[src/bwucr_map.svh]
// Offsets, field positions and reset values of the bridge window registers
// Contract
// - Limit bit 0 mirrors wide prefetch capability
// - Limit field holds A[31:20], low bits ones
// - Full base and limit steer prefetch forwarding
// - Base high reads zero, read-only when narrow
// - Limit high reads zero, ignores writes narrow
// - I/O base high resets ones, zero narrow
// - I/O limit high resets zero, zero narrow
// - Capability head 0x40, lockable read-only value
// - Option ROM base always zero, writes ignored
// - Interrupt routing byte stored, never used
// - Capability bit selects 32 or 64 bit
// - Base field holds A[31:20], 1MB aligned
`ifndef BWUCR_MAP_SVH
`define BWUCR_MAP_SVH

// ------------------------------------------------------------
// Register indices (byte address is four times the index)
// ------------------------------------------------------------
`define BWUCR_IDX_PF_BASE 8'h24
`define BWUCR_IDX_PF_LIMIT 8'h26
`define BWUCR_IDX_PF_BASE_HIGH 8'h28
`define BWUCR_IDX_PF_LIMIT_HIGH 8'h2C
`define BWUCR_IDX_IO_BASE_HIGH 8'h30
`define BWUCR_IDX_IO_LIMIT_HIGH 8'h32
`define BWUCR_IDX_CAP_HEAD 8'h34
`define BWUCR_IDX_ROM_BASE 8'h38
`define BWUCR_IDX_IRQ_BYTE 8'h3C
`define BWUCR_IDX_IO_CTL 8'h40

// ------------------------------------------------------------
// Field positions
// ------------------------------------------------------------
`define BWUCR_CAP_BIT 0
`define BWUCR_WIN_MSB 15
`define BWUCR_WIN_LSB 4

// ------------------------------------------------------------
// Reset values
// ------------------------------------------------------------
`define BWUCR_RST_PF_CAP 1'h1
`define BWUCR_RST_PF_BASE 12'hFFF
`define BWUCR_RST_PF_LIMIT 12'h000
`define BWUCR_RST_PF_BASE_HIGH 32'hFFFFFFFF
`define BWUCR_RST_PF_LIMIT_HIGH 32'h00000000
`define BWUCR_RST_IO_BASE_HIGH 16'hFFFF
`define BWUCR_RST_IO_LIMIT_HIGH 16'h0000
`define BWUCR_RST_IO_CAP 1'h1
`define BWUCR_RST_CAP_HEAD 8'h40
`define BWUCR_RST_IRQ_BYTE 8'h00

`endif

[src/bwucr_pkg.sv]
// Types and shared helper functions of the bridge window registers
`default_nettype none
package bwucr_pkg;

  // Bus answer state
  typedef enum logic [0:0] {BUS_IDLE, BUS_ANSWER} bwucr_bus_t;

  // Whole state of the register bank
  typedef struct packed {
    bwucr_bus_t bus;
    logic ready;
    logic slverr;
    logic [31:0] rdata;
    logic pf_cap;
    logic [11:0] pf_base;
    logic [11:0] pf_lim;
    logic [31:0] pf_base_hi;
    logic [31:0] pf_lim_hi;
    logic io_cap;
    logic [15:0] io_base_hi;
    logic [15:0] io_lim_hi;
    logic [7:0] cap_head;
    logic [7:0] irq_byte;
  } bwucr_state_t;

  // Two stage synchroniser state
  typedef struct packed {
    logic meta;
    logic level;
  } bwucr_sync_t;

  // Window compare result state
  typedef struct packed {
    logic hit;
    logic valid;
  } bwucr_win_t;

  // Byte-lane merge of a write into an old word
  function automatic logic [31:0] bwucr_merge(input logic [31:0] old,
                                              input logic [31:0] wdata,
                                              input logic [3:0] strb);
    logic [31:0] res;
    res = old;
    for (int i = 0; i < 4; i++) begin
      if (strb[i]) begin
        res[i*8 +: 8] = wdata[i*8 +: 8];
      end
    end
    return res;
  endfunction

  // Full 64-bit window address from high word, A[31:20] and fill
  function automatic logic [63:0] bwucr_full_addr(input logic [31:0] hi,
                                                  input logic [11:0] field,
                                                  input logic fill);
    return {hi, field, {20{fill}}};
  endfunction

endpackage
`default_nettype wire

[src/bwucr_sync.sv]
// Two flip-flop synchroniser for a level from a pin
`timescale 1ns/10ps
`default_nettype none
module bwucr_sync (
  input wire logic clk_i,
  input wire logic rst_n_i,
  input wire logic async_i,
  output logic level_o
);
  import bwucr_pkg::*;

  bwucr_sync_t r;
  bwucr_sync_t next_r;

  // Shift the pin through two stages; only the second is read
  always_comb begin
    next_r.meta = async_i;
    next_r.level = r.meta;
  end

  // State register with synchronous reset
  always_ff @(posedge clk_i) begin
    if (!rst_n_i) begin
      r <= '0;
    end else begin
      r <= next_r;
    end
  end

  assign level_o = r.level;
endmodule
`default_nettype wire

[src/bwucr_win.sv]
// Registered prefetch window hit decode
`timescale 1ns/10ps
`default_nettype none
module bwucr_win (
  input wire logic clk_i,
  input wire logic rst_n_i,
  input wire logic [63:0] base_i,
  input wire logic [63:0] limit_i,
  input wire logic [63:0] addr_i,
  input wire logic valid_i,
  output logic hit_o,
  output logic valid_o
);
  import bwucr_pkg::*;

  bwucr_win_t r;
  bwucr_win_t next_r;

  // Inclusive compare; base above limit never hits
  always_comb begin
    next_r.valid = valid_i;
    next_r.hit = valid_i && (addr_i >= base_i) && (addr_i <= limit_i);
  end

  // State register with synchronous reset
  always_ff @(posedge clk_i) begin
    if (!rst_n_i) begin
      r <= '0;
    end else begin
      r <= next_r;
    end
  end

  assign hit_o = r.hit;
  assign valid_o = r.valid;
endmodule
`default_nettype wire

[src/bwucr_regs.sv]
// Bridge window upper configuration registers behind an APB slave
//
// Register access over APB was left to the implementer.
`timescale 1ns/10ps
`default_nettype none
`include "bwucr_map.svh"
module bwucr_regs #(
  parameter int ADDR_W = 12
) (
  input wire logic CLK_I,
  input wire logic RST_N_I,
  input wire logic PSEL_I,
  input wire logic PENABLE_I,
  input wire logic PWRITE_I,
  input wire logic [ADDR_W-1:0] PADDR_I,
  input wire logic [31:0] PWDATA_I,
  input wire logic [3:0] PSTRB_I,
  input wire logic CFG_LOCK_I,
  input wire logic [63:0] PF_ADDR_I,
  input wire logic PF_ADDR_VALID_I,
  output logic PREADY_O,
  output logic [31:0] PRDATA_O,
  output logic PSLVERR_O,
  output logic PF_WIDE_O,
  output logic IO_WIDE_O,
  output logic PF_HIT_O,
  output logic PF_HIT_VALID_O
);
  import bwucr_pkg::*;

  // ------------------------------------------------------------
  // Elaboration check
  // ------------------------------------------------------------
  // The decode reads PADDR_I[9:2] and the map reaches byte address 0x100, so ten address bits at least
  if (ADDR_W < 10) begin : g_addr_check
    $error("ADDR_W must be at least 10");
  end

  // ------------------------------------------------------------
  // State and reset value
  // ------------------------------------------------------------
  localparam bwucr_state_t RESET_STATE = '{
    bus: BUS_IDLE,
    ready: 1'b0,
    slverr: 1'b0,
    rdata: 32'h00000000,
    pf_cap: `BWUCR_RST_PF_CAP,
    pf_base: `BWUCR_RST_PF_BASE,
    pf_lim: `BWUCR_RST_PF_LIMIT,
    pf_base_hi: `BWUCR_RST_PF_BASE_HIGH,
    pf_lim_hi: `BWUCR_RST_PF_LIMIT_HIGH,
    io_cap: `BWUCR_RST_IO_CAP,
    io_base_hi: `BWUCR_RST_IO_BASE_HIGH,
    io_lim_hi: `BWUCR_RST_IO_LIMIT_HIGH,
    cap_head: `BWUCR_RST_CAP_HEAD,
    irq_byte: `BWUCR_RST_IRQ_BYTE
  };

  bwucr_state_t r; // Registered state
  bwucr_state_t next_r; // Next state
  logic lock; // Synchronised lock strap
  logic [7:0] idx; // Register index from the byte address
  logic addr_ok; // Aligned and inside the decoded page
  logic [31:0] pf_base_hi_eff; // High base as the window sees it
  logic [31:0] pf_lim_hi_eff; // High limit as the window sees it
  logic [15:0] io_base_hi_eff; // I/O high base as read back
  logic [15:0] io_lim_hi_eff; // I/O high limit as read back
  logic [63:0] pf_base_full; // Full 64-bit window base
  logic [63:0] pf_lim_full; // Full 64-bit window limit

  // ------------------------------------------------------------
  // Address decode
  // ------------------------------------------------------------
  // Index is the word number; byte lanes 1:0 must be zero
  assign idx = PADDR_I[9:2];
  assign addr_ok = (PADDR_I[1:0] == 2'h0) && ((PADDR_I >> 10) == '0);

  // ------------------------------------------------------------
  // Narrow-mode gating of the high words
  // ------------------------------------------------------------
  // Stored high words are kept but read and used as zero when narrow
  assign pf_base_hi_eff = r.pf_cap ? r.pf_base_hi : 32'h00000000;
  assign pf_lim_hi_eff = r.pf_cap ? r.pf_lim_hi : 32'h00000000;
  assign io_base_hi_eff = r.io_cap ? r.io_base_hi : 16'h0000;
  assign io_lim_hi_eff = r.io_cap ? r.io_lim_hi : 16'h0000;

  // ------------------------------------------------------------
  // Full window addresses
  // ------------------------------------------------------------
  // Base low bits are zero for 1MB alignment
  assign pf_base_full = bwucr_full_addr(pf_base_hi_eff, r.pf_base, 1'b0);
  // Limit low twenty bits are taken as all ones
  assign pf_lim_full = bwucr_full_addr(pf_lim_hi_eff, r.pf_lim, 1'b1);

  // ------------------------------------------------------------
  // Lock strap synchroniser
  // ------------------------------------------------------------
  // Lock freezes the capability bit and the capability head
  bwucr_sync u_lock_sync (
    .clk_i(CLK_I),
    .rst_n_i(RST_N_I),
    .async_i(CFG_LOCK_I),
    .level_o(lock)
  );

  // ------------------------------------------------------------
  // Prefetch window decode
  // ------------------------------------------------------------
  // Forwarding decision from the combined window
  bwucr_win u_win (
    .clk_i(CLK_I),
    .rst_n_i(RST_N_I),
    .base_i(pf_base_full),
    .limit_i(pf_lim_full),
    .addr_i(PF_ADDR_I),
    .valid_i(PF_ADDR_VALID_I),
    .hit_o(PF_HIT_O),
    .valid_o(PF_HIT_VALID_O)
  );

  // ------------------------------------------------------------
  // Next state: read mux, bus answer and register writes
  // ------------------------------------------------------------
  always_comb begin
    logic [31:0] rd; // Read value of the addressed register
    logic mapped; // Index names a register
    logic [31:0] m; // Merged write word
    rd = 32'h00000000;
    mapped = 1'b1;
    m = 32'h00000000;
    next_r = r;
    // Read mux; reserved bits read as zero
    unique case (idx)
      `BWUCR_IDX_PF_BASE: begin
        rd = {16'h0000, r.pf_base, 3'h0, r.pf_cap};
      end
      `BWUCR_IDX_PF_LIMIT: begin
        // Bit 0 mirrors the capability bit
        rd = {16'h0000, r.pf_lim, 3'h0, r.pf_cap};
      end
      `BWUCR_IDX_PF_BASE_HIGH: begin
        rd = pf_base_hi_eff;
      end
      `BWUCR_IDX_PF_LIMIT_HIGH: begin
        rd = pf_lim_hi_eff;
      end
      `BWUCR_IDX_IO_BASE_HIGH: begin
        rd = {16'h0000, io_base_hi_eff};
      end
      `BWUCR_IDX_IO_LIMIT_HIGH: begin
        rd = {16'h0000, io_lim_hi_eff};
      end
      `BWUCR_IDX_CAP_HEAD: begin
        rd = {24'h000000, r.cap_head};
      end
      `BWUCR_IDX_ROM_BASE: begin
        rd = 32'h00000000; // No option ROM
      end
      `BWUCR_IDX_IRQ_BYTE: begin
        rd = {24'h000000, r.irq_byte};
      end
      `BWUCR_IDX_IO_CTL: begin
        rd = {31'h00000000, r.io_cap};
      end
      default: begin
        mapped = 1'b0; // Unmapped word answers with an error
      end
    endcase
    // Bus answer sequence
    unique case (r.bus)
      BUS_IDLE: begin
        // Setup phase seen: answer in the first access cycle
        if (PSEL_I && !PENABLE_I) begin
          next_r.bus = BUS_ANSWER;
          next_r.ready = 1'b1;
          next_r.slverr = !(addr_ok && mapped);
          next_r.rdata = (!PWRITE_I && addr_ok) ? rd : 32'h00000000;
        end
      end
      BUS_ANSWER: begin
        // Access completes at this edge; drop the answer
        next_r.bus = BUS_IDLE;
        next_r.ready = 1'b0;
        next_r.slverr = 1'b0;
        next_r.rdata = 32'h00000000;
        if (PSEL_I && PENABLE_I && PWRITE_I && addr_ok) begin
          unique case (idx)
            `BWUCR_IDX_PF_BASE: begin
              m = bwucr_merge({16'h0000, r.pf_base, 3'h0, r.pf_cap},
                              PWDATA_I, PSTRB_I);
              next_r.pf_base = m[`BWUCR_WIN_MSB:`BWUCR_WIN_LSB];
              // Capability bit is writable until locked
              if (!lock) begin
                next_r.pf_cap = m[`BWUCR_CAP_BIT];
              end
            end
            `BWUCR_IDX_PF_LIMIT: begin
              // Only A[31:20] is writable; bit 0 stays a mirror
              m = bwucr_merge({16'h0000, r.pf_lim, 4'h0}, PWDATA_I, PSTRB_I);
              next_r.pf_lim = m[`BWUCR_WIN_MSB:`BWUCR_WIN_LSB];
            end
            `BWUCR_IDX_PF_BASE_HIGH: begin
              // Read-only while narrow
              if (r.pf_cap) begin
                next_r.pf_base_hi = bwucr_merge(r.pf_base_hi, PWDATA_I,
                                                PSTRB_I);
              end
            end
            `BWUCR_IDX_PF_LIMIT_HIGH: begin
              // Writes ignored while narrow
              if (r.pf_cap) begin
                next_r.pf_lim_hi = bwucr_merge(r.pf_lim_hi, PWDATA_I,
                                               PSTRB_I);
              end
            end
            `BWUCR_IDX_IO_BASE_HIGH: begin
              // Read-only while I/O is narrow
              if (r.io_cap) begin
                m = bwucr_merge({16'h0000, r.io_base_hi}, PWDATA_I, PSTRB_I);
                next_r.io_base_hi = m[15:0];
              end
            end
            `BWUCR_IDX_IO_LIMIT_HIGH: begin
              // Read-only while I/O is narrow
              if (r.io_cap) begin
                m = bwucr_merge({16'h0000, r.io_lim_hi}, PWDATA_I, PSTRB_I);
                next_r.io_lim_hi = m[15:0];
              end
            end
            `BWUCR_IDX_CAP_HEAD: begin
              // Loadable until the lock strap is seen
              if (!lock) begin
                m = bwucr_merge({24'h000000, r.cap_head}, PWDATA_I, PSTRB_I);
                next_r.cap_head = m[7:0];
              end
            end
            `BWUCR_IDX_IRQ_BYTE: begin
              // Stored only; read back over the bus, used by no other logic
              m = bwucr_merge({24'h000000, r.irq_byte}, PWDATA_I, PSTRB_I);
              next_r.irq_byte = m[7:0];
            end
            `BWUCR_IDX_IO_CTL: begin
              m = bwucr_merge({31'h00000000, r.io_cap}, PWDATA_I, PSTRB_I);
              next_r.io_cap = m[0];
            end
            default: begin
              // Option ROM and unmapped words drop writes
              next_r.bus = BUS_IDLE;
            end
          endcase
        end
      end
    endcase
  end

  // ------------------------------------------------------------
  // State register
  // ------------------------------------------------------------
  // Synchronous active-low reset to the documented values
  always_ff @(posedge CLK_I) begin
    if (!RST_N_I) begin
      r <= RESET_STATE;
    end else begin
      r <= next_r;
    end
  end

  // ------------------------------------------------------------
  // Outputs, each straight from a state flop
  // ------------------------------------------------------------
  assign PREADY_O = r.ready;
  assign PRDATA_O = r.rdata;
  assign PSLVERR_O = r.slverr;
  assign PF_WIDE_O = r.pf_cap;
  assign IO_WIDE_O = r.io_cap;
endmodule
`default_nettype wire

[config.mk]
export PLATFORM = sky130hd
export DESIGN_NAME = bwucr_regs
export DESIGN_NICKNAME = d
export VERILOG_FILES = /design/src/bwucr_pkg.sv /design/src/bwucr_sync.sv /design/src/bwucr_win.sv /design/src/bwucr_regs.sv
export VERILOG_INCLUDE_DIRS = /design/src
export SDC_FILE = /design/constraint.sdc
export NUM_CORES = 1
export LEC_CHECK = 0
export ABC_AREA = 1
export BUFFER_PORTS_ARGS = -buffer_cell sky130_fd_sc_hd__buf_2
export CAP_MARGIN = 25
export CORE_AREA = 5 5 175 177
export DETAILED_ROUTE_END_ITERATION = 16
export DIE_AREA = 0 0 180 182
export GPL_TIMING_DRIVEN = 0
export PLACE_DENSITY_LB_ADDON = 0.15
export SLEW_MARGIN = 5
export SYNTH_ARGS = -nofsm -noshare
export SYNTH_HDL_FRONTEND = slang
export SYNTH_HIERARCHICAL = 1
export SYNTH_SLANG_ARGS = --single-unit
[constraint.sdc]
create_clock -name CLK_I -period 2.4 [get_ports CLK_I]
set_input_delay 0.48 -clock CLK_I [delete_from_list [all_inputs] [get_ports CLK_I]]
set_output_delay 0.48 -clock CLK_I [all_outputs]
set_load 0.1 [all_outputs]
## After elaboration in Yosys (flattened, before gate mapping)

Index checks and enable logic that the tools add are counted.

- Bits in registers: 177
- Output and inout bits: 38
- Logic and storage cells: 87

- Magnitude comparators: 2
- Eq/ne operators: 11
- Mux-type cells: 9
- Bitwise logic cells: 2
- Reduce and logical (&&, ||, !) cells: 35

Operator list:

| operator | count |
|---|---|
| case mux 32 bit (9 select lines) | 1 |
| 2-to-1 mux 32 bit | 3 |
| equality test 8 x 6 -> 1 bit, second input constant | 9 |
| case mux 35 bit (2 select lines) | 1 |
| AND reduction 5 bit | 14 |
| >= comparator 64 bit | 1 |
| less-or-equal comparator 64 bit | 1 |
| 2-to-1 mux 35 bit | 1 |
| 2-to-1 mux 16 bit | 2 |
| AND reduction 4 bit | 6 |
| logical NOT 12 bit | 1 |
| OR reduction 10 bit | 1 |
| logical AND 1 bit | 9 |
| equality test 8 x 7 -> 1 bit, second input constant | 1 |
| logical NOT 1 bit | 3 |
| logical NOT 2 bit | 1 |
| inequality test 2 bit, second input constant | 1 |
| NOT 1 bit | 2 |
| 2-to-1 mux 1 bit | 1 |

## Depth between registers and ports, before layout

- Depth in word-level cells: 7
- Mapped depth: 18
- Gate-level depth less buffers: 17

## Modules after synthesis

Netlist, hierarchy kept.

By module, submodules not included:

| module | instances | cells each | area each (um2) | sequential area each (um2) |
|---|---|---|---|---|
| bwucr_regs | 1 | 1155 | 8393.0 | 3463.3 |
| bwucr_win | 1 | 559 | 3483.3 | 40.0 |
| bwucr_sync | 1 | 6 | 55.1 | 40.0 |

## Worst setup path after synthesis

Ideal clock, no wire load.

- Path type: flip-flop to flip-flop
- From: register r (netlist bit PF_WIDE_O)
- To: register u_win.r (netlist bit u_win/hit_o)
- Setup time: 0.112 ns
- Arrival time: 2.814 ns
- Slack: -0.525 ns
- Cell stages (with the launch flop): 19
- Path buffers: 3
- Period minus slack after synthesis: 2.925 ns
- Path through: dfxtp_1 buf_2 buf_2 buf_2 nand2_1 inv_1 inv_1 ha_1 nand2_1 inv_1 nand3_2 nor3_2 inv_2 nor2_2 nand2_1 clkinv_1 nand2_1 a21oi_2 nor2_1

- Elaborated cells between the ends (all ways): 6
- Those cells by class: 2 x order compare; 2 x mux; 2 x reduce/logical

RTL lines:

| what | line | text |
|---|---|---|
| start, declared | bwucr_regs.sv:59 | `bwucr_state_t r;` |
| start signal, assigned | bwucr_regs.sv:264 | `r <= next_r;` |
| 2-to-1 mux 32 bit | bwucr_regs.sv:83 | `assign pf_lim_hi_eff = r.pf_cap ? r.pf_lim_hi : 32'h00000000;` |
| net pf_lim_full[62] | bwucr_regs.sv:69 | `logic [63:0] pf_lim_full;` |
| less-or-equal comparator 64 bit | bwucr_win.sv:22 | `next_r.hit = valid_i && (addr_i >= base_i) && (addr_i <= limit_i);` |
| logical AND 1 bit | bwucr_win.sv:22 |  |
| end signal, assigned | bwucr_win.sv:30 | `r <= next_r;` |
| end, declared | bwucr_win.sv:16 | `bwucr_win_t r;` |

The timed path passes the listed nets, and every way through them passes these cells.
A chain may end at the register's enable or synchronous reset.

## Worst setup path in the final report

- From: register r (netlist bit PF_WIDE_O)
- To: register u_win.r (netlist bit u_win/hit_o)

- Word-level cells in the longest chain between the ends: 4
- Elaborated cells between the ends (all ways): 6
- Those cells by class: 2 x order compare; 2 x mux; 2 x reduce/logical

Ends and longest elaborated chain:

| what | line | text |
|---|---|---|
| 2-to-1 mux 32 bit | bwucr_regs.sv:82 | `assign pf_base_hi_eff = r.pf_cap ? r.pf_base_hi : 32'h00000000;` |
| net pf_base_full[45] | bwucr_regs.sv:68 | `logic [63:0] pf_base_full;` |
| >= comparator 64 bit | bwucr_win.sv:22 |  |
| logical AND 1 bit (2 in series) | bwucr_win.sv:22 |  |

The timed path passes the listed nets, and every way through them passes these cells.

==> results.cfg <==
[outcome]
status = finished clean

[synth]
ys_seq_elements = 177
yosys.area.top_type = dfxtp_1
ys_async_sr_fraction_pct = 0
avgSynthCellArea_um2 = 6.937
syn-cell-area_mm2 = 0.01193
synthTopCellsByArea = dfxtp_1 30%, ha_1 13%, nand2_1 12%, inv_1 9.2%, a21oi_1 6.5%
yosysTopAreaCellShare_pct = 29.70
synth.distinct_cells = 42
synth_warnings = 6
ys_seq_area_share_pct = 29.70
syn-instance-count = 1720
synth_edf_count = 0
ys.flop_type = dfxtp_1

[drt]
drtPass1Iterations = 5
post_drt_via_cell_ratio = 4.966
antenna_left = 0
drt_iter0_markers = 1017
drc_errors = 0
finalWirelength_mm = 38.48
route.vias.total = 11630
wl_per_cell_um = 16.44

[worst_hold_path]
whs_endpoint = u_lock_sync/next_r[0]
hold_depth = 3
worstHoldStart = CFG_LOCK_I
hp-class = input port to flop

[clocking]
cts_tree = yes
clockBufferDepth = 2
cts.htree.levels = 4
cts_sinks = 177
clock_latency_ps = 440
clk_pin_slew_ps = 70
cts_buffers = 17
cts-root-buf = clkbuf_16

[timing]
final-hold-violation-count = 0
rsz0062_at_grt = false
slew_headroom_pct = 46.77
min_period_over_period_pct = 94.53
fin_crit_ps = 2269
fin_skew_ps = 8.136
setup-tns-final_ps = 0
hold_ws_ps = 221.7
finalSetupViolCount = 0
tightest_slew_ps = 798.5
fmax_mhz = 440.8
drv_slew = 0
setup_ws_ps = 131.4

[place]
dp_hpwl_mm = 31.17
numPortBuffers = 156
dp_slack_ps = -367.7
dp_cells = 2304
gp_congestion = 0.9609

[worst_setup_path]
critPathLaunchType = flop
rr_startpoint = PF_WIDE_O
cpMaxStageDelayCell = dfxtp_4
end_kind = flop
critPathMaxStageDelay_ps = 410
crit_top_cell = nand2_1
cp_max_fo = 10
required_ps = 2740
cp_cell_sequence = buf_2, nand2_1, inv_1, inv_1, ha_1, a21oi_1, o21ai_0, o21bai_1, nand2_1, nand2_1, nor2_1, nand2_1, nand2_1, nor2_1
path_class = flop to flop
r2r_cells = 14
rrSetupSlack_ps = 130
worstPathArrival_ps = 2600
worstReg2RegEnd = u_win/hit_o

[finish]
stdcell_count = 2341
drive_gt1_share_pct = 17.13
final_common_cell = nand2_1
final_cell_mix = 394 x nand2_1, 294 x inv_1, 176 x dfxtp_1
utilization_pct = 48.35
final_nets = 2184
area_delta_synth_final_pct = 17.87

[global_routing]
first_global_vias = 11210
grt_util_all_layers_pct = 23.08
antenna_found_initial = 1
grt-ovfl-total = 0
grt_max_degree = 18
grt_pass1_wl_mm = 60.15

[floorplan]
die_area_mm2 = 0.03276
ios = 157
die_h_um = 182
fp.coreArea_mm2 = 0.02909
initial_core_util_pct = 41.02
die_w_um = 180
fp-row-count = 63

[power_and_ir_drop]
ir_drop_mv = 0.3799
power.leakage_nw = 7.792
p_per_area_mw_per_mm2 = 467.0

[job]
drv_cap = 0
## state kept, by name, indices dropped and copies added, names as in the netlist
register,flops
u_lock_sync/next_r,1
pf_lim_full,12
PREADY_O,1
pf_base_full,12
PF_WIDE_O,1
u_win/hit_o,1
PRDATA_O,32
PSLVERR_O,1
u_lock_sync/level_o,1
u_win/valid_o,1
IO_WIDE_O,1
r,113
## synth_stat cells (4+ instances only)
master	count
buf_6	11
nand4_1	6
dfxtp_1	177
o21a_1	8
o22ai_1	16
nand2_2	10
a211oi_1	13
nand4_2	4
ha_1	128
nor2_2	6
a21oi_1	154
nor3_1	4
clkbuf_1	26
o21ai_0	104
buf_2	23
nand3_2	4
inv_1	294
nand3_1	91
nor2_1	93
inv_2	9
nor2_4	10
o211ai_1	58
buf_4	42
nand2_1	394
## worst max path at each step
| stage | from | end | slack (ps) |
|---|---|---|---|
| 5_1_grt | PF_WIDE_O | u_win/hit_o | 7 |
| 3_3_place_gp | PF_WIDE_O | u_win/hit_o | -370 |
| 6_report | PF_WIDE_O | u_win/hit_o | 130 |
| 2_1_floorplan | PF_WIDE_O | u_win/hit_o | 20 |
| 4_1_cts | PF_WIDE_O | u_win/hit_o | 30 |
| 3_5_place_dp | PF_WIDE_O | u_win/hit_o | -370 |
## cell type report
type	count	area, um^2
clock inverter	14	168.9
buffer	101	684.4
inverter	305	1150
tap	390	488.0
fill	3055	15020
sequential	177	3547
timing repair buffer	162	823.3
clock buffer	18	439.2
antenna	1	2.502
multi-input combinational	1173	6760
## through the flow
step	cell area [um^2]	power, mW
final	14060	6.567
after global routing	14060	6.829
after CTS	14010	6.594
after detailed placement	13350	3.701
after global placement	13350	3.686
after floorplan	12080	3.421
## cell families (layout without fill, tap and decap cells)
group                      Yosys count  count (layout)  synth area share (%)
and+or+nand+nor                    639             639                 24.06
buffers and inverters              408             600                 15.13
AOI/OAI and AO/OA                  366             366                 17.63
DFF                                177             177                 29.70
adders and majority gates          128             128                 13.42
other                                2              41               0.06294
## where the power goes
group	total, mW	switching, mW	internal (mW)
combinational	0.705	0.460	0.244
clock	2.92	1.32	1.60
sequential	2.94	0.00375	2.94
total	6.57	1.78	4.78
## worst max-delay path: cells and delay by family (launching register included)
kind / cells / cell delay, ps
adder cells (fa/ha/maj): 1 / 320
AND/OR/NAND/NOR: 7 / 530
flip-flops: 1 / 410
AO/OA/AOI/OAI: 3 / 480
buffers and inverters: 3 / 410
## routing by layer
| layer | wire length [um] | track usage, % |
|---|---|---|
| met2 | 17270 | 37.55 |
| met1 | 17740 | 31.40 |
| met5 | 0 | 0 |
| met3 | 2304 | 3.606 |
| met4 | 1159 | 7.620 |
## timing repair
| action | in CTS | in global routing |
|---|---|---|
| endpoints found under the hold margin | 0 | 0 |
| endpoints found under the setup margin | 1 | 1 |
| setup buffers | 0 | 6 |
| pin swaps | 0 | 2 |
| gates resized for setup | 16 | 5 |
| hold buffers | 0 | 0 |
Power figures use the tool's default switching activity.
